**src/spi_baud_map.svh**
```systemverilog
// Register indices, field positions and reset values of the bit-rate
// generator and receive mirror. Definitions only; included by name.
`ifndef SPI_BAUD_MAP_SVH
`define SPI_BAUD_MAP_SVH

// Register indices; the APB byte address is four times the index
`define IDX_DIVIDER 16'h7044
`define IDX_MIRROR 16'h7046
`define IDX_RXBUF 16'h7047
`define IDX_CTRL 16'h7050
`define IDX_STATUS 16'h7051
`define IDX_INT_STS 16'h7052
`define IDX_INT_CLR 16'h7053
`define IDX_INT_EN 16'h7054
`define ADDR_W 18

// Divider field and its special range
`define DIV_W 7
`define DIV_MIN 7'h03
`define DIV_SLOW_PERIOD 8'h04
`define DIV_RST 7'h00

// Control register fields
`define CTRL_MASTER 0
`define CTRL_START 1
`define CTRL_LEN_LO 4
`define CTRL_LEN_HI 7

// Status and event bit positions
`define STS_FLAG 6
`define EV_CHAR 0
`define EV_OVR 1
`define EV_W 2

// Reset values
`define WORD_RST 16'h0000
`define LEN_RST 4'hF

// Fewest peripheral clocks per external serial clock period
`define SLAVE_RATIO 4

`endif

```
**src/spi_baud_pkg.sv**
```systemverilog
// Types shared by the bit-rate generator and receive mirror.
// Assumes the map header is compiled alongside.
package spi_baud_pkg;

    // Software-set control fields
    typedef struct packed {
        logic [3:0] len_m1; // Character length minus one
        logic master;       // 1: drive the serial clock
    } ctrl_t;

    // Receive sequencer states
    typedef enum logic [0:0] {
        X_IDLE = 1'b0,
        X_RUN = 1'b1
    } xfer_t;

endpackage

```
**src/clk_divider.sv**
```systemverilog
// Serial clock divider: edge pulses for a period of divisor plus one, or of four for divisors below three.
// Assumes one clock domain and an enable held for a whole transfer.
`timescale 1ns/1ns
`default_nettype none
`include "spi_baud_map.svh"

module clk_divider (
    input wire logic pclk,               // Peripheral clock
    input wire logic presetn,            // Async reset, active low
    input wire logic run,                // Count while high
    input wire logic [6:0] div,          // Divider value
    output logic rise_p,                 // Serial clock goes high
    output logic fall_p                  // Serial clock goes low
);
    logic [7:0] cnt_r;   // Cycle within the period
    logic [7:0] cnt_nxt; // Next count
    logic [7:0] period;  // Cycles per serial clock period
    logic [7:0] half;    // Cycles of the low phase

    // Small divisors would give too short a phase, so they clamp
    assign period = (div < `DIV_MIN) ? `DIV_SLOW_PERIOD
                                     : ({1'b0, div} + 8'h01);
    assign half = period >> 1;
    assign rise_p = run && (cnt_r == half - 8'h01);
    assign fall_p = run && (cnt_r == period - 8'h01);
    assign cnt_nxt = fall_p ? 8'h00 : cnt_r + 8'h01;

    // Counter restarts at zero whenever the divider is idle
    always_ff @(posedge pclk or negedge presetn) begin
        if (!presetn) begin
            cnt_r <= 8'h00;
        end else if (!run) begin
            cnt_r <= 8'h00;
        end else begin
            cnt_r <= cnt_nxt;
        end
    end
endmodule // clk_divider

`default_nettype wire

```
**src/spi_baud_and_rx_mirror.sv**
```systemverilog
// Bit-rate generator and receive buffer with its mirror, on APB.
// Assumes pins synchronous to pclk and a serial input set up before
// each rising serial clock edge.
//
// Functional notes
// - Divider top bit reads zero, ignores writes
// - Low seven divider bits set master rate
// - One data bit per serial clock period
// - Slave takes serial clock from pin
// - Slave serial clock ignores divider contents
// - Master generates and drives serial clock
// - Divider 3..127 gives clock over value+1
// - Divider 0..2 gives clock over four
// - Mirror is second address of buffer
// - Mirror read keeps character flag
// - Complete character loads buffer, sets flag
// - Buffer read clears character flag
// - Flag set after last bit done
// - Data shifted MSB first, right-justified
//
// Local design decision: the APB register port.
`timescale 1ns/1ns
`default_nettype none
`include "spi_baud_map.svh"

module spi_baud_and_rx_mirror
    import spi_baud_pkg::*;
(
    input wire logic pclk,                 // Peripheral clock
    input wire logic presetn,              // Async reset, active low
    input wire logic psel,                 // APB select
    input wire logic penable,              // APB access phase
    input wire logic pwrite,               // APB write
    input wire logic [`ADDR_W-1:0] paddr,  // APB byte address
    input wire logic [31:0] pwdata,        // APB write data
    output logic [31:0] prdata,            // APB read data
    output logic pready,                   // APB ready
    output logic pslverr,                  // APB error
    input wire logic sclk_in,              // Serial clock pin level
    output logic sclk_out,                 // Serial clock pin drive
    output logic sclk_oe,                  // Serial clock pin enable
    input wire logic sdi,                  // Serial data in
    output logic irq                       // Level interrupt
);
    // Register state
    logic [6:0] div_r;             // Bit-rate divider
    ctrl_t ctrl_r;                 // Mode and length
    logic [15:0] rxbuf_r;          // Receive buffer
    logic [15:0] shift_r;          // Receive shifter
    logic flag_r;                  // Character complete
    logic [`EV_W-1:0] ists_r;      // Sticky events
    logic [`EV_W-1:0] ien_r;       // Event enables
    xfer_t st_r;                   // Sequencer state
    logic [3:0] bits_r;            // Bits taken so far
    logic tail_r; // Last bit taken, closing fall still due
    logic pin_d_r;                 // Previous serial clock pin level
    logic [31:0] prdata_r;         // Read data
    logic pready_r;                // Access answered
    logic pslverr_r;               // Unmapped access
    logic sclk_r;                  // Driven serial clock
    logic oe_r;                    // Pin enable
    logic irq_r;                   // Interrupt level

    // Bus decode
    logic acc_go;      // Access phase awaiting answer
    logic acc_done;    // Access completes this edge
    logic wr_done;     // Write takes effect
    logic rd_done;     // Read takes effect
    logic [15:0] idx;  // Register index from address
    logic aligned;     // Low address bits zero
    logic hit_div;
    logic hit_mir;
    logic hit_buf;
    logic hit_ctl;
    logic hit_sts;
    logic hit_ists;
    logic hit_iclr;
    logic hit_ien;
    logic mapped;
    logic [31:0] rd_mux;

    assign acc_go = psel && penable && !pready_r;
    assign acc_done = psel && penable && pready_r;
    assign wr_done = acc_done && pwrite && !pslverr_r;
    assign rd_done = acc_done && !pwrite && !pslverr_r;
    assign idx = paddr[`ADDR_W-1:2];
    assign aligned = (paddr[1:0] == 2'h0);
    assign hit_div = aligned && (idx == `IDX_DIVIDER);
    assign hit_mir = aligned && (idx == `IDX_MIRROR);
    assign hit_buf = aligned && (idx == `IDX_RXBUF);
    assign hit_ctl = aligned && (idx == `IDX_CTRL);
    assign hit_sts = aligned && (idx == `IDX_STATUS);
    assign hit_ists = aligned && (idx == `IDX_INT_STS);
    assign hit_iclr = aligned && (idx == `IDX_INT_CLR);
    assign hit_ien = aligned && (idx == `IDX_INT_EN);
    assign mapped = hit_div | hit_mir | hit_buf | hit_ctl | hit_sts
                  | hit_ists | hit_iclr | hit_ien;

    // Read selection; buffer and mirror share one store
    assign rd_mux = hit_div ? {25'h0, div_r} :
                    (hit_mir | hit_buf) ? {16'h0, rxbuf_r} :
                    hit_ctl ? {24'h0, ctrl_r.len_m1, 3'h0,
                               ctrl_r.master} :
                    hit_sts ? {25'h0, flag_r, 6'h0} :
                    hit_ists ? {30'h0, ists_r} :
                    hit_ien ? {30'h0, ien_r} : 32'h0;

    // Every access is answered after one wait cycle
    always_ff @(posedge pclk or negedge presetn) begin
        if (!presetn) begin
            pready_r <= 1'b0;
            prdata_r <= 32'h0;
            pslverr_r <= 1'b0;
        end else begin
            pready_r <= acc_go;
            prdata_r <= (acc_go && !pwrite) ? rd_mux : 32'h0;
            pslverr_r <= acc_go && !mapped;
        end
    end

    // Control writes
    logic start_w;  // Master start request
    // The mode bit is taken from the same write, since ctrl_r still
    // holds the old mode at the edge where the start lands
    assign start_w = wr_done && hit_ctl && pwdata[`CTRL_START]
                     && pwdata[`CTRL_MASTER];

    // Only the low seven bits are stored, so bit 7 cannot be set
    always_ff @(posedge pclk or negedge presetn) begin
        if (!presetn) begin
            div_r <= `DIV_RST;
            ctrl_r <= '{len_m1: `LEN_RST, master: 1'b0};
            ien_r <= '0;
        end else begin
            if (wr_done && hit_div) begin
                div_r <= pwdata[`DIV_W-1:0];
            end
            if (wr_done && hit_ctl) begin
                ctrl_r.master <= pwdata[`CTRL_MASTER];
                ctrl_r.len_m1 <= pwdata[`CTRL_LEN_HI:`CTRL_LEN_LO];
            end
            if (wr_done && hit_ien) begin
                ien_r <= pwdata[`EV_W-1:0];
            end
        end
    end

    // Serial clock edges
    logic run;       // Master divider active
    logic div_rise;  // Divider rising edge
    logic div_fall;  // Divider falling edge
    logic pin_rise;  // Pin rising edge seen
    logic take;      // Sample a data bit now
    logic last_bit;  // Current bit ends character
    logic done_ev;   // Character complete
    logic [15:0] shift_nxt;
    logic [3:0] bits_nxt;

    assign run = ctrl_r.master && (st_r == X_RUN);

    clk_divider u_div (
        .pclk(pclk),
        .presetn(presetn),
        .run(run),
        .div(div_r),
        .rise_p(div_rise),
        .fall_p(div_fall)
    );

    // Pin edges are only seen reliably at a quarter rate or slower
    assign pin_rise = sclk_in && !pin_d_r;
    assign take = ctrl_r.master ? div_rise : pin_rise;
    assign last_bit = (bits_r == ctrl_r.len_m1);
    // Master ends on the closing fall; slave on the last rise
    assign done_ev = ctrl_r.master ? (div_fall && tail_r
                                      && run)
                                   : (take && last_bit);
    // MSB arrives first and ends in the low bits
    assign shift_nxt = {shift_r[14:0], sdi};
    assign bits_nxt = bits_r + 4'h1;

    // Pin level history
    always_ff @(posedge pclk or negedge presetn) begin
        if (!presetn) begin
            pin_d_r <= 1'b0;
        end else begin
            pin_d_r <= sclk_in;
        end
    end

    // Receive sequencer
    always_ff @(posedge pclk or negedge presetn) begin
        if (!presetn) begin
            st_r <= X_IDLE;
            bits_r <= 4'h0;
            shift_r <= `WORD_RST;
            tail_r <= 1'b0;
        end else begin
            case (st_r)
                X_IDLE: begin
                    // Master waits for start; slave starts at an edge
                    if (start_w) begin
                        st_r <= X_RUN;
                        bits_r <= 4'h0;
                        shift_r <= `WORD_RST;
                    end else if (!ctrl_r.master && take) begin
                        // First slave bit lands here; a one-bit
                        // character is already complete
                        st_r <= last_bit ? X_IDLE : X_RUN;
                        bits_r <= last_bit ? 4'h0 : 4'h1;
                        shift_r <= {15'h0, sdi};
                    end
                    tail_r <= 1'b0;
                end
                X_RUN: begin
                    if (take) begin
                        shift_r <= shift_nxt;
                        bits_r <= last_bit ? bits_r : bits_nxt;
                        // Count saturates, so remember the final take
                        tail_r <= last_bit;
                    end
                    if (done_ev) begin
                        st_r <= X_IDLE;
                        bits_r <= 4'h0;
                        tail_r <= 1'b0;
                    end
                end
                default: begin
                    st_r <= X_IDLE;
                end
            endcase
        end
    end

    // Completed character word as seen by the buffer
    logic [15:0] char_w;
    assign char_w = (st_r == X_IDLE) ? {15'h0, sdi} : shift_nxt;

    // Buffer and flag; a completion beats a clearing read
    always_ff @(posedge pclk or negedge presetn) begin
        if (!presetn) begin
            rxbuf_r <= `WORD_RST;
            flag_r <= 1'b0;
        end else if (done_ev) begin
            rxbuf_r <= ctrl_r.master ? shift_r : char_w;
            flag_r <= 1'b1;
        end else if (rd_done && hit_buf) begin
            flag_r <= 1'b0;
        end
    end

    // Events: character done, and overrun of an unread character
    logic [`EV_W-1:0] ev;
    logic [`EV_W-1:0] clr;
    assign ev[`EV_CHAR] = done_ev;
    assign ev[`EV_OVR] = done_ev && flag_r;
    assign clr = (wr_done && hit_iclr) ? pwdata[`EV_W-1:0] : '0;

    // Sticky status; set wins over a write-one clear
    always_ff @(posedge pclk or negedge presetn) begin
        if (!presetn) begin
            ists_r <= '0;
            irq_r <= 1'b0;
        end else begin
            ists_r <= (ists_r & ~clr) | ev;
            irq_r <= |(((ists_r & ~clr) | ev) & ien_r);
        end
    end

    // Pin drive: master owns the clock, slave only listens
    always_ff @(posedge pclk or negedge presetn) begin
        if (!presetn) begin
            sclk_r <= 1'b0;
            oe_r <= 1'b0;
        end else begin
            oe_r <= ctrl_r.master;
            if (!run) begin
                sclk_r <= 1'b0;
            end else if (div_rise) begin
                sclk_r <= 1'b1;
            end else if (div_fall) begin
                sclk_r <= 1'b0;
            end
        end
    end

    assign prdata = prdata_r;
    assign pready = pready_r;
    assign pslverr = pslverr_r;
    assign sclk_out = sclk_r;
    assign sclk_oe = oe_r;
    assign irq = irq_r;

    // Helper: cycles since last master rising edge
    logic [7:0] gap_r;
    logic seen_r;
    logic [7:0] exp_per;
    assign exp_per = (div_r < `DIV_MIN) ? `DIV_SLOW_PERIOD
                                        : ({1'b0, div_r} + 8'h01);
    always_ff @(posedge pclk or negedge presetn) begin
        if (!presetn) begin
            gap_r <= 8'h00;
            seen_r <= 1'b0;
        end else begin
            gap_r <= div_rise ? 8'h01 : gap_r + 8'h01;
            seen_r <= run && (seen_r || div_rise);
        end
    end

    AST_DIV_TOP: assert property (@(posedge pclk) disable iff (!presetn)
        (acc_go && !pwrite && hit_div) |=> (prdata_r[31:7] == 25'h0))
        else $error("divider top bit not zero");
    AST_RATE_FAST: assert property (@(posedge pclk) disable iff (!presetn)
        (div_rise && seen_r && div_r >= `DIV_MIN) |-> (gap_r == exp_per))
        else $error("master period not divisor plus one");
    AST_RATE_SLOW: assert property (@(posedge pclk) disable iff (!presetn)
        (div_rise && seen_r && div_r < `DIV_MIN)
        |-> (gap_r == `DIV_SLOW_PERIOD))
        else $error("master period not four");
    AST_ONE_BIT: assert property (@(posedge pclk) disable iff (!presetn)
        (take && st_r == X_RUN && !last_bit) |=> (bits_r == $past(bits_r) + 4'h1))
        else $error("bit count not one per clock");
    AST_SLAVE_QUIET: assert property (@(posedge pclk) disable iff (!presetn)
        (!ctrl_r.master && !$past(ctrl_r.master)) |=> (!sclk_out && !sclk_oe))
        else $error("slave drove serial clock");
    AST_MASTER_OE: assert property (@(posedge pclk) disable iff (!presetn)
        ctrl_r.master |=> sclk_oe)
        else $error("master not driving clock pin");
    AST_LOAD: assert property (@(posedge pclk) disable iff (!presetn)
        (done_ev && ctrl_r.master) |=> (flag_r && rxbuf_r == $past(shift_r)))
        else $error("character not loaded with flag");
    AST_MIRROR: assert property (@(posedge pclk) disable iff (!presetn)
        (acc_go && !pwrite && hit_mir)
        |=> (prdata_r[15:0] == $past(rxbuf_r)))
        else $error("mirror differs from buffer");
    AST_MIR_KEEP: assert property (@(posedge pclk) disable iff (!presetn)
        (rd_done && hit_mir && !done_ev) |=> (flag_r == $past(flag_r)))
        else $error("mirror read changed flag");
    AST_BUF_CLR: assert property (@(posedge pclk) disable iff (!presetn)
        (rd_done && hit_buf && !done_ev) |=> !flag_r)
        else $error("buffer read did not clear flag");
    AST_SLAVE_LOAD: assert property (
        @(posedge pclk) disable iff (!presetn)
        (done_ev && !ctrl_r.master) |=> (flag_r && rxbuf_r == $past(char_w)))
        else $error("slave character not loaded with flag");
    AST_MASTER_END: assert property (
        @(posedge pclk) disable iff (!presetn)
        (done_ev && ctrl_r.master) |=> (st_r == X_IDLE && !sclk_out))
        else $error("master clock not idle after last bit");
endmodule // spi_baud_and_rx_mirror

`default_nettype wire

```
**config.mk**
```make
export PLATFORM = sky130hd
export DESIGN_NAME = spi_baud_and_rx_mirror
export DESIGN_NICKNAME = d
export VERILOG_FILES = /design/src/spi_baud_pkg.sv /design/src/clk_divider.sv /design/src/spi_baud_and_rx_mirror.sv
export VERILOG_INCLUDE_DIRS = /design/src /design/src/src
export SDC_FILE = /design/constraint.sdc
export NUM_CORES = 1
export LEC_CHECK = 0
export ABC_AREA = 1
export BUFFER_PORTS_ARGS = -buffer_cell sky130_fd_sc_hd__buf_2
export CAP_MARGIN = 20
export CORE_MARGIN = 5
export CORE_UTILIZATION = 35
export DETAILED_ROUTE_END_ITERATION = 16
export GPL_ROUTABILITY_DRIVEN = 0
export HOLD_SLACK_MARGIN = 0.06
export PLACE_DENSITY = 0.53
export SLEW_MARGIN = 10
export SYNTH_ARGS = -nofsm -noshare
export SYNTH_HDL_FRONTEND = slang
export SYNTH_SLANG_ARGS = --single-unit
```
**constraint.sdc**
```tcl
create_clock -name pclk -period 3.1 [get_ports pclk]
set_input_delay 0.31 -clock pclk [delete_from_list [all_inputs] [get_ports pclk]]
set_output_delay 0.31 -clock pclk [all_outputs]
set_load 0.05 [all_outputs]
```
# --- Word-level counts from Yosys, hierarchy flattened ---
# Cells that the tools add are included.
op_classes:
  reduce_logical: 44
  n_addsub: 5
  magnitude_cmp: 1
  mux: 39
  bitwise: 13
  eq_ne: 16
ops:
  columns: ["operator", "count"]
  rows:
  - ["16-bit by 15-bit equality test with 1-bit output, second input constant", 8]
  - ["16-bit 2-to-1 mux", 8]
  - ["1-bit logical AND", 33]
  - ["8-bit 2-to-1 mux", 4]
  - ["16-bit one-hot mux with 2 select lines", 1]
  - ["4-bit 2-to-1 mux", 5]
  - ["8-bit equality test", 2]
  - ["1-bit 2-to-1 mux", 14]
  - ["7-bit by 1-bit adder with 8-bit output, second input constant", 1]
  - ["8-bit by 1-bit adder with 8-bit output, second input constant", 1]
  - ["1-bit bitwise OR", 8]
  - ["4-bit one-hot mux with 2 select lines", 1]
  - ["7-bit by 1-bit subtractor with 8-bit output, second input constant", 1]
  - ["8-bit by 1-bit subtractor with 8-bit output, second input constant", 1]
  - ["7-bit by 2-bit less-than comparator with 1-bit output, second input constant", 1]
  - ["7-bit 2-to-1 mux", 1]
  - ["1-bit logical NOT", 6]
  - ["2-bit 2-to-1 mux", 3]
  - ["3-bit by 1-bit != test with 1-bit output, second input constant", 2]
  - ["4-bit by 1-bit adder with 4-bit output, second input constant", 1]
  - ["2-bit bitwise AND", 2]
  - ["4-bit equality test", 1]
  - ["1-bit one-hot mux with 2 select lines", 2]
  - ["3-bit by 2-bit != test with 1-bit output, second input constant", 1]
  - ["10 further kinds", 10]
totals:
  inputBits: 57
  elab_cells: 137
  ff_bits: 85
  out_inout_bits: 37

# --- Longest topological paths before layout ---
# Gate-level depths: netlist (run 1).
logic_depth:
  word_depth: 12
  ltp_mapped: 22
  ltp_nobuf: 22

# --- Cells and area by module ---
# A second synthesis (run 1) with hierarchy kept.
hier_totals:
  cells_unflattened: 657
  hier_area_um2: 5027.3
modules_own_cells:
  columns: ["module", "n_inst", "seq_area_each_um2", "cells_each", "area_per_inst_um2"]
  rows:
  - ["spi_baud_and_rx_mirror", 1, 1931.9, 480, 3872.5]
  - ["clk_divider", 1, 200.2, 177, 1154.9]

# --- Worst setup path after synthesis (run 1) ---
# No wires, ideal clock.
synth_timing:
  path_kind: "reg-to-reg"
  from: "register div_r[1]"
  to: "register rxbuf_r[3]"
  arrival_ns: 2.503
  path_buffers: 1
  setup_ns: 0.123
  synth_period_minus_slack_ns: 2.627
  path_stages_with_launch: 21
  path_slack_ns: 0.473
  required_ns: 2.977
  cell_sequence: "dfrtp_1 > ha_1 > nand2_1 > inv_1 > nor2_1 > nor2_4 > ha_1 > xnor2_1 > nor2_1 > nand3_1 > nor2_1 > nand3_1 > nor2_1 > nand3_2 > nand2_1 > nand2_2 > nand2_8 > inv_4 > buf_6 > nand2_1 > o21ai_2"
synth_via:
  elab_chain_cells: 8
  word_cells_on_any_way: 14
  classes_between: "add/sub (3); order compare (1); eq/ne (2); mux (3); reduce/logical (5)"
synth_lines:
  columns: ["item", "line", "text"]
  rows:
  - ["from (decl)", "spi_baud_and_rx_mirror.sv:46", "logic [6:0] div_r;"]
  - ["from (signal assigned)", "spi_baud_and_rx_mirror.sv:131", "div_r <= `DIV_RST;"]
  - ["from (signal assigned)", "spi_baud_and_rx_mirror.sv:136", "div_r <= pwdata[`DIV_W-1:0];"]
  - ["7-bit by 1-bit adder with 8-bit output or 7-bit by 2-bit less-than comparator with 1-bit output (tied branches)", null, null]
  - ["8-bit 2-to-1 mux *", "clk_divider.sv:21", "assign period = (div < `DIV_MIN) ? `DIV_SLOW_PERIOD"]
  - ["7-bit by 1-bit subtractor with 8-bit output or 8-bit by 1-bit subtractor with 8-bit output (tied branches)", "clk_divider.sv:24, clk_divider.sv:25", null]
  - ["8-bit equality test (on tied branches)", "clk_divider.sv:24, clk_divider.sv:25", null]
  - ["1-bit logical AND (on tied branches)", "clk_divider.sv:24, clk_divider.sv:25", null]
  - ["1-bit 2-to-1 mux or 1-bit logical AND (tied branches)", "spi_baud_and_rx_mirror.sv:172, spi_baud_and_rx_mirror.sv:175", null]
  - ["1-bit logical AND (on tied branches)", "spi_baud_and_rx_mirror.sv:177, spi_baud_and_rx_mirror.sv:176", null]
  - ["1-bit 2-to-1 mux *", "spi_baud_and_rx_mirror.sv:175", "assign done_ev = ctrl_r.master ? (div_fall && tail_r"]
  - ["to (signal assigned)", "spi_baud_and_rx_mirror.sv:242", "rxbuf_r <= `WORD_RST;"]
  - ["to (signal assigned)", "spi_baud_and_rx_mirror.sv:245", "rxbuf_r <= ctrl_r.master ? shift_r : char_w;"]
  - ["to (decl)", "spi_baud_and_rx_mirror.sv:48", "logic [15:0] rxbuf_r;"]
# Every way passes the cells marked *; elsewhere a longest branch is shown, timed or not.
# A chain may end at the register's enable or synchronous reset.

# --- Worst setup path in the final report (run 1) ---
layout_timing:
  from: "register div_r[0]"
  to: "register bits_r[1]"
layout_via:
  elab_chain_cells: 10
  word_cells_on_any_way: 21
  classes_between: "add/sub (3); order compare (1); eq/ne (5); mux (5); reduce/logical (7)"
layout_lines:
  columns: ["item", "line", "text"]
  rows:
  - ["7-bit by 1-bit adder with 8-bit output or 7-bit by 2-bit less-than comparator with 1-bit output (tied branches)", null, null]
  - ["8-bit 2-to-1 mux *", "clk_divider.sv:21", null]
  - ["7-bit by 1-bit subtractor with 8-bit output or 8-bit by 1-bit subtractor with 8-bit output (tied branches)", "clk_divider.sv:24, clk_divider.sv:25", null]
  - ["8-bit equality test (on tied branches)", "clk_divider.sv:24, clk_divider.sv:25", null]
  - ["1-bit logical AND (on tied branches)", "clk_divider.sv:24, clk_divider.sv:25", null]
  - ["1-bit 2-to-1 mux or 1-bit logical AND (tied branches)", "spi_baud_and_rx_mirror.sv:172, spi_baud_and_rx_mirror.sv:175", null]
  - ["1-bit logical AND (on tied branches)", "spi_baud_and_rx_mirror.sv:177, spi_baud_and_rx_mirror.sv:176", null]
  - ["1-bit 2-to-1 mux", "spi_baud_and_rx_mirror.sv:175", null]
  - ["3-bit by 2-bit != test with 1-bit output (no line), or another cell as far along", null, null]
  - ["3-bit AND reduction (no line) or 4-bit one-hot mux with 2 select lines (tied branches)", null, null]
  - ["to (signal assigned)", "spi_baud_and_rx_mirror.sv:210", "bits_r <= last_bit ? 4'h0 : 4'h1;"]
  - ["to (signal assigned)", "spi_baud_and_rx_mirror.sv:218", "bits_r <= last_bit ? bits_r : bits_nxt;"]
  - ["to (decl)", "spi_baud_and_rx_mirror.sv:54", "logic [3:0] bits_r;"]
# Marks and branches as above.

==> results of run 1 <==
-- state kept, by name, indices dropped and copies added, names as in the netlist, 2 cells and up --
register     cells
ctrl_r           5
ien_r            2
rxbuf_r         16
div_r            7
u_div.cnt_r      8
ists_r           2
prdata          16
bits_r           4
shift_r         16
-- through the flow --
step           std cells  power, uW  cell area, um2
3_3_place_gp         846       2060            5330
2_1_floorplan        633       1920            4960
3_5_place_dp         846       2080            5330
5_1_grt              869       3270            5680
4_1_cts              863       3100            5620
6_report             869       3070            5680
-- critical path, cell delays in order, from the launching register on --
cell     delay, ns
dfrtp_1       0.36
ha_1          0.19
nand2_1       0.11
inv_1         0.11
nor2_2        0.05
nor2_4        0.17
ha_2          0.30
xnor2_1       0.12
nor2_1        0.08
nand3_1       0.08
nor2_1        0.09
nand3_1       0.07
nor2_1        0.13
nand3_2       0.13
nand2_1       0.10
nand2_2       0.10
nand2_8       0.12
inv_4         0.09
nand2_2       0.09
nand2_2       0.08
nand2_1       0.06
nand2_1       0.06
-- layer usage --
| layer | global-route usage | wire, um | vias up |
|---|---|---|---|
| met3 | 0.0361 | 516 | 11 |
| met4 | 0.0343 | 132 | 0 |
| met1 | 0.201 | 5510 | 1929 |
| li1 | - | - | 2089 |
| met5 | 0 | 0 | - |
| met2 | 0.237 | 5440 | 62 |
-- how the worst max path moves through the flow --
stage                   from          to  slack (ns)  depth (start not counted)
finish              div_r[0]   bits_r[1]        0.27                         21
global route        div_r[0]   bits_r[0]        0.05                         21
CTS                 div_r[0]   bits_r[1]        0.14                         21
detailed placement  div_r[0]   bits_r[1]        0.16                         21
global placement    div_r[0]   bits_r[3]        0.20                         21
floorplan           div_r[1]  rxbuf_r[3]        0.47                         20
-- cell families after synthesis --
| logic type | Yosys count | share of synthesized area |
|---|---|---|
| buffers and inverters | 101 | 0.0981 |
| other | 1 | 0.000764 |
| multiplexers | 1 | 0.00229 |
| AO/OA/AOI/OAI | 93 | 0.128 |
| XOR/XNOR | 20 | 0.0357 |
| flip-flops | 85 | 0.434 |
| AND/OR/NAND/NOR | 312 | 0.288 |
| adder cells (fa/ha/maj) | 5 | 0.0127 |
-- repair_timing --
action / 4_1_cts / 5_1_grt
setup buffers: 0 / 6
gates resized for setup: 0 / 4
endpoints found under the setup margin: 0 / 15
hold buffers: 1 / 0
endpoints found under the hold margin: 40 / 0
-- layout by cell type, fill, tap and decap left out, drive strengths merged --
master and count:
a211oi 2, a21oi 5, a31oi 6, a32oi 2
a41oi 1, and3 1, buf 72, clkbuf 12
clkinv 3, conb 16, dfrtp 81, dfstp 4
dlygate4sd3 1, ha 5, inv 69, mux2 1
nand2 181, nand3 31, nand4 7, nor2 67
nor3 20, nor4 4, o211ai 12, o21ai 64
o41ai 1, or2 1, xnor2 5, xor2 15
-- report_power, final --
part / switching [uW] / leakage (uW) / internal [uW]
registers: 153 / 0.00111 / 1280
clock network: 429 / 0.000138 / 571
logic: 409 / 0.00156 / 223
-- layout make-up --
class / count / share of cell area
Clock inverter: 4 / 0.00551
Timing Repair Buffer: 73 / 0.0740
Sequential cell: 85 / 0.375
Clock buffer: 12 / 0.0434
Tap cell: 180 / 0.0396
Inverter: 68 / 0.0454
Multi-Input combinational cell: 447 / 0.417
==> impl_metrics.json, run 1 <==
{
  "row_count": 43,
  "drt_iter0_markers": 236,
  "async_reset_ff_frac": 1.00,
  "root_buffer": "clkbuf_16",
  "cp.required_ns": 3.32,
  "ys.flop_type": "dfrtp_1",
  "r2r_cells": 21,
  "leakagePower_uw": 0.00281,
  "antenna_found_initial": 0,
  "ant_nets": 0,
  "r2r_end": "bits_r[1]",
  "overflow": 0,
  "run_status": "finished clean",
  "clkTransAtPathRegs_ns": 0.06,
  "track_usage": 0.147,
  "hold_end": "pin_d_r",
  "finalWorstSetupSlack_ns": 0.274,
  "synthCells": 618,
  "cts_made_buffers": 9,
  "ff2ff_setup_slack_ns": 0.27,
  "cp.arrival_ns": 3.05,
  "maxSlewHeadroom": 0.565,
  "die_w_um": 128,
  "hpwl_um": 8800,
  "fin_crit_ns": 2.83,
  "final.period_utilization": 0.912,
  "port_buffers": 53,
  "cts_tree": "yes",
  "drt-total-wl_um": 11600,
  "dieArea_um2": 16500,
  "yosysUniqueCellTypes": 41,
  "start_util": 0.355,
  "drc": 0,
  "cts.sinks": 85,
  "netlist_area_um2": 4910,
  "dieHeight_um": 128,
  "synth_seq_cells": 85,
  "fin_nets": 746,
  "routedWlPerCell_um": 13.3,
  "syn2layout_area_growth_pct": 15.7,
  "fin_tns_setup_ns": 0,
  "synth_warnings": 0,
  "cts-htree-levels": 3,
  "holdCritPathClass": "in2reg",
  "r2r-start": "div_r[0]",
  "grt_max_degree": 47,
  "num_antenna_cells": 0,
  "clock_latency_ns": 0.33,
  "netlist.area_leader.share": 0.413,
  "synth_area_leaders": "dfrtp_1, nand2_1, inv_1",
  "cp_max_fo": 13,
  "io_pins": 94,
  "synth_enable_flop_cells": 0,
  "critPathCaptureType": "flip-flop",
  "postSynthAreaPerCell_um2": 7.94,
  "drive_gt1_frac": 0.221,
  "setup-violations-final": 0,
  "start_kind": "flip-flop",
  "via_per_inst": 4.71,
  "core_um2": 13800,
  "hold_slack_ns": 0.0997,
  "powerDensity_nw_per_um2": 540,
  "ys_top_cells_by_count": "nand2_1, dfrtp_1, inv_1",
  "hold_viol": 0,
  "final_max_slew_viol_count": 0,
  "multiInputGateArea_um2": 2370,
  "post-synth-top-area-cell": "dfrtp_1",
  "fmax_mhz": 354,
  "ir_drop_mv": 0.381,
  "drt_pass1_iterations": 4,
  "final_util": 0.411,
  "grt_pass1_wl_um": 19700,
  "critPathKind": "reg2reg",
  "hp-start": "sclk_in",
  "skew_ns": 0.00517,
  "cts_max_path_buffers": 2,
  "drv_cap": 0,
  "synth_seq_area_share": 0.434,
  "yosysMostFrequentCell": "nand2_1",
  "regArea_um2": 2130,
  "worst_slew_pin_slew_ns": 0.651,
  "vias": 4091,
  "hold_depth": 1,
  "rsz0062_at_grt": "false",
  "nFillCells": 1421,
  "grt_pass1_vias": 4095,
  "pre_cts_slack_ns": 0.160
}
(Power assumes the default switching activity.)
==> inputs of run 2 (changes only) <==
==> constraint.sdc (replaced) <==
create_clock -name pclk -period 3.2 [get_ports pclk]
set_input_delay 0.32 -clock pclk [delete_from_list [all_inputs] [get_ports pclk]]
set_output_delay 0.32 -clock pclk [all_outputs]
set_load 0.05 [all_outputs]
==> run 2 against run 1 <==
Against the previous run: sequential power is 3% lower; wire length is 2.5% lower; largest power group unchanged; cell area is 0.22% higher; clock skew is 0.0046 ns higher; via count is 0.34% higher; total power is 0.35% higher; fmax is 1.9% lower; critical path depth stayed put.
==> impl_metrics.json, run 2 (synthesis results as in run 1) <==
{
  "cp.required_ns": 3.43,
  "fmax_mhz": 347,
  "cts_max_path_buffers": 2,
  "cts-htree-levels": 3,
  "powerDensity_nw_per_um2": 541,
  "critPathCaptureType": "flip-flop",
  "dieHeight_um": 128,
  "grt_pass1_wl_um": 19400,
  "clock_latency_ns": 0.34,
  "leakagePower_uw": 0.00282,
  "num_antenna_cells": 0,
  "hold_depth": 1,
  "clkTransAtPathRegs_ns": 0.07,
  "row_count": 43,
  "hold_slack_ns": 0.118,
  "cp_max_fo": 13,
  "drt_pass1_iterations": 5,
  "track_usage": 0.145,
  "ff2ff_setup_slack_ns": 0.32,
  "ant_nets": 0,
  "io_pins": 94,
  "hold_viol": 0,
  "die_w_um": 128,
  "drt_iter0_markers": 223,
  "holdCritPathClass": "in2reg",
  "grt_max_degree": 36,
  "ir_drop_mv": 0.331,
  "hpwl_um": 8670,
  "maxSlewHeadroom": 0.595,
  "grt_pass1_vias": 4050,
  "nFillCells": 1419,
  "cts_tree": "yes",
  "start_kind": "flip-flop",
  "regArea_um2": 2130,
  "cp.arrival_ns": 3.11,
  "overflow": 0,
  "run_status": "finished clean",
  "dieArea_um2": 16500,
  "port_buffers": 53,
  "fin_crit_ns": 2.88,
  "drv_cap": 0,
  "final.period_utilization": 0.900,
  "worst_slew_pin_slew_ns": 0.607,
  "syn2layout_area_growth_pct": 16.0,
  "drc": 0,
  "r2r_cells": 21,
  "vias": 4105,
  "final_common_cell": "nand2_1",
  "core_um2": 13800,
  "fin_tns_setup_ns": 0,
  "routedWlPerCell_um": 13.1,
  "drive_gt1_frac": 0.219,
  "drt-total-wl_um": 11300,
  "rsz0062_at_grt": "false",
  "multiInputGateArea_um2": 2370,
  "via_per_inst": 4.74,
  "cts_made_buffers": 9,
  "fin_nets": 743,
  "skew_ns": 0.00976,
  "mostFrequentLayoutCells": "nand2_1, dfrtp_1, inv_1",
  "cts.sinks": 85,
  "start_util": 0.355,
  "critPathKind": "reg2reg",
  "final_max_slew_viol_count": 0,
  "antenna_found_initial": 0,
  "root_buffer": "clkbuf_16",
  "setup-violations-final": 0
}
run 2: what timing repair did:
action                                  4_1_cts  5_1_grt
buffers inserted                              0        3
endpoints found under the hold margin        33        0
resized for setup                             0        3
endpoints found under the setup margin        0        9
hold buffers                                  1        0
run 2: through the flow:
stage | total power [uW] | setup slack (ns) | utilization | cells | instance area [um2]
after floorplan | 1860 | 0.573 | - | 633 | 4960
after global placement | 2000 | 0.246 | 0.385 | 845 | 5320
after detailed placement | 2020 | 0.158 | 0.385 | 845 | 5320
after CTS | 3110 | 0.143 | 0.408 | 862 | 5650
after global routing | 3290 | 0.0160 | 0.412 | 866 | 5690
final | 3080 | 0.319 | 0.412 | 866 | 5690
run 2: worst paths after layout:
check / start / endpoint
setup / recovery: div_r[0] / bits_r[1]
hold / removal: sclk_in / pin_d_r
setup reg to reg: div_r[0] / bits_r[1]
hold reg to reg: pready / pready
max in group asynchronous: presetn / ctrl_r[1]
min in group asynchronous: presetn / shift_r[2]
run 2: layout make-up:
cell class                      count  share of cell area
Inverter                           68              0.0453
Tap cell                          180              0.0396
Clock inverter                      6              0.0132
Timing Repair Buffer               69              0.0686
Clock buffer                       10              0.0420
Multi-Input combinational cell    448               0.417
Sequential cell                    85               0.375
run 2: per-layer routing:
metal	share of wire	GRT usage	up-vias
met1	0.48	0.199	1930
met5	0	0	-
li1	-	-	2087
met4	0.012	0.0418	0
met2	0.47	0.235	76
met3	0.038	0.0278	12
run 2: worst max-delay path, stage by stage (launching register included):
cell and delay, ns:
dfrtp_1 0.38, ha_1 0.22, nand2_1 0.13, inv_1 0.08, nor2_2 0.13, nor2_4 0.08, ha_1 0.29, xnor2_1 0.13
nor2_1 0.09, nand3_1 0.08, nor2_1 0.10, nand3_1 0.08, nor2_1 0.13, nand3_2 0.14, nand2_1 0.14, nand2_4 0.10
nand2_8 0.11, inv_4 0.08, nand2_2 0.08, nand2_2 0.08, nand2_1 0.06, nand2_1 0.05
run 2: power by group:
part,internal [uW],switching [uW]
Combinational,215,398
Sequential,1240,149
Clock,638,436
==> inputs of run 3 (changes only) <==
--- a/config.mk
+++ b/config.mk
@@ -14,7 +14,8 @@
 export DETAILED_ROUTE_END_ITERATION = 16
 export GPL_ROUTABILITY_DRIVEN = 0
 export HOLD_SLACK_MARGIN = 0.06
-export PLACE_DENSITY = 0.53
+export PLACE_DENSITY = 0.55
+export SKIP_LAST_GASP = 1
 export SLEW_MARGIN = 10
 export SYNTH_ARGS = -nofsm -noshare
 export SYNTH_HDL_FRONTEND = slang
==> constraint.sdc (replaced) <==
create_clock -name pclk -period 2.48 [get_ports pclk]
set_input_delay 0.248 -clock pclk [delete_from_list [all_inputs] [get_ports pclk]]
set_output_delay 0.248 -clock pclk [all_outputs]
set_load 0.05 [all_outputs]
==> run 3 against run 2 <==
Against the previous run: the run now ends with setup timing left; clock power is 21% higher; register-to-register slack worse by 0.37 ns; total power is 30% higher; setup slack worse by 0.37 ns; die area stayed put; flip-flop and latch count stayed put; sequential power is 29% higher; critical endpoint is now rxbuf_r[8].
==> impl_metrics.json, run 3 (synthesis results as in run 1) <==
{
  "run_status": "complete, but fails checks",
  "violations": "setup timing",
  "grt_max_degree": 44,
  "leakagePower_uw": 0.00303,
  "holdCritPathClass": "in2reg",
  "dpl-instance-area_um2": 5610,
  "cts_max_path_buffers": 2,
  "core_um2": 13800,
  "ant_nets": 0,
  "grt_pass1_vias": 4151,
  "maxSlewHeadroom": 0.630,
  "vias": 4243,
  "row_count": 43,
  "port_buffers": 53,
  "final_common_cell": "nand2_1",
  "p_clk_frac": 0.324,
  "hpwl_um": 9090,
  "critPathCaptureType": "flip-flop",
  "io_pins": 94,
  "antenna_found_initial": 0,
  "powerDensity_nw_per_um2": 654,
  "cts_made_buffers": 9,
  "drc": 0,
  "num_antenna_cells": 0,
  "dp_cells": 871,
  "ff2ff_setup_slack_ns": -0.05,
  "fin_crit_ns": 2.53,
  "dieArea_um2": 16500,
  "p_int_uw": 2640,
  "via_per_inst": 4.73,
  "drv_cap": 0,
  "final.period_utilization": 1.02,
  "slowest_stage": "dfrtp_2",
  "clkTransAtPathRegs_ns": 0.07,
  "root_buffer": "clkbuf_16",
  "skew_ns": 0.0100,
  "cp_max_fo": 8,
  "clock_latency_ns": 0.35,
  "fin_cells": 897,
  "setup-violations-final": 14,
  "final_max_slew_viol_count": 0,
  "dieHeight_um": 128,
  "routedWlPerCell_um": 13.5,
  "cp_slowest_stage_delay_ns": 0.44,
  "cts_tree": "yes",
  "drive_gt1_frac": 0.278,
  "cp.arrival_ns": 2.77,
  "start_util": 0.355,
  "mostFrequentLayoutCells": "nand2_1, dfrtp_1, inv_1",
  "swShare": 0.339,
  "rsz0062_at_grt": "true",
  "grt_pass1_wl_um": 20400,
  "fmax_mhz": 395,
  "critPathKind": "reg2reg",
  "cp_cell_sequence": "ha_4 -> nor2_4 -> nor2_4 -> nor2_4 -> ha_4 -> xnor2_1 -> nor2_1 -> nand3_1 -> nor2_1 -> nand3_1 -> nor2_1 -> nand3_2 -> nand2_2 -> nand2_4 -> nand2_8 -> buf_4 -> buf_16 -> o21ai_2",
  "cp.required_ns": 2.72,
  "overflow": 0,
  "finalWorstSetupSlack_ns": -0.0533,
  "cts-htree-levels": 3,
  "hold_viol": 0,
  "start_kind": "flip-flop",
  "drt_iter0_markers": 239,
  "ir_drop_mv": 0.511,
  "power_switching_uw": 1350,
  "cts.sinks": 85,
  "syn2layout_area_growth_pct": 24.5,
  "final_cell_area_um2": 6110,
  "drt-total-wl_um": 12100,
  "track_usage": 0.155,
  "fin_nets": 774,
  "die_w_um": 128,
  "drt_pass1_iterations": 7,
  "seq_power_share": 0.450,
  "p_comb_frac": 0.226,
  "worst_slew_pin_slew_ns": 0.555
}
## run 3: cell types whose count changed in the layout (fill, tap and decap cells not counted), moves of 4 or more
cell | previous run | this run
nor2_1 | 56 | 52
nand2_1 | 169 | 162
buf_12 | 0 | 4
buf_4 | 16 | 41
## run 3: worst max-delay path: cells and delay by family, from the launching register on
| kind | cells | cell delay [ns] |
|---|---|---|
| simple gates | 12 | 1.11 |
| xor+xnor | 1 | 0.12 |
| flops | 1 | 0.44 |
| compound gates | 1 | 0.05 |
| fa+ha+maj | 2 | 0.40 |
| buf+inv | 2 | 0.28 |
## run 3: timing repair
item	in CTS	in global routing
hold buffers	2	0
cloned	1	1
endpoints found under the setup margin	40	50
buffers inserted	3	3
pin swaps	5	6
hold endpoints to repair	42	0
gates resized for setup	11	17
## run 3: cell type report
cell class                      count  area (um2)
Fill cell                        1395        7710
Multi-Input combinational cell    447        2490
Sequential cell                    85        2130
Timing Repair Buffer              101         721
Inverter                           68         263
Clock buffer                        9         225
Tap cell                          180         225
Clock inverter                      7        56.3
## run 3: worst paths after layout
path,startpoint,to,cells past startpoint
setup / recovery,div_r[1],rxbuf_r[8],18
hold / removal,pwdata[2],div_r[2],2
setup reg to reg,div_r[1],rxbuf_r[8],18
hold reg to reg,pready,pready,1
max in group asynchronous,presetn,ctrl_r[4],3
min in group asynchronous,presetn,prdata[13],2
## run 3: metrics by stage
step           utilization  hold slack (ns)  worst slack [ns]  power (uW)  setup TNS [ns]
2_1_floorplan            -          -0.0476           0.00109        2400               0
3_3_place_gp         0.406            0.279           -0.0822        2610          -0.786
3_5_place_dp         0.406            0.281            -0.157        2650           -2.94
4_1_cts              0.434            0.123           -0.0667        3980          -0.499
5_1_grt              0.442            0.144            -0.277        4250           -7.73
6_report             0.442            0.139           -0.0533        4000          -0.499
## run 3: per-layer routing
| metal | global-route usage | up-vias | wire [um] |
|---|---|---|---|
| met5 | 0 | - | 0 |
| met4 | 0.0531 | 0 | 193 |
| met3 | 0.0332 | 14 | 489 |
| met2 | 0.247 | 72 | 5710 |
| met1 | 0.208 | 1998 | 5720 |
| li1 | - | 2159 | - |
## run 3: power groups by stage
stage | registers (uW) | clock network (uW) | logic [uW]
2_1_floorplan | 1770 | 0 | 638
3_5_place_dp | 1820 | 0 | 830
5_1_grt | 1830 | 1390 | 1030
3_3_place_gp | 1810 | 0 | 801
6_report | 1800 | 1290 | 904
4_1_cts | 1790 | 1340 | 845
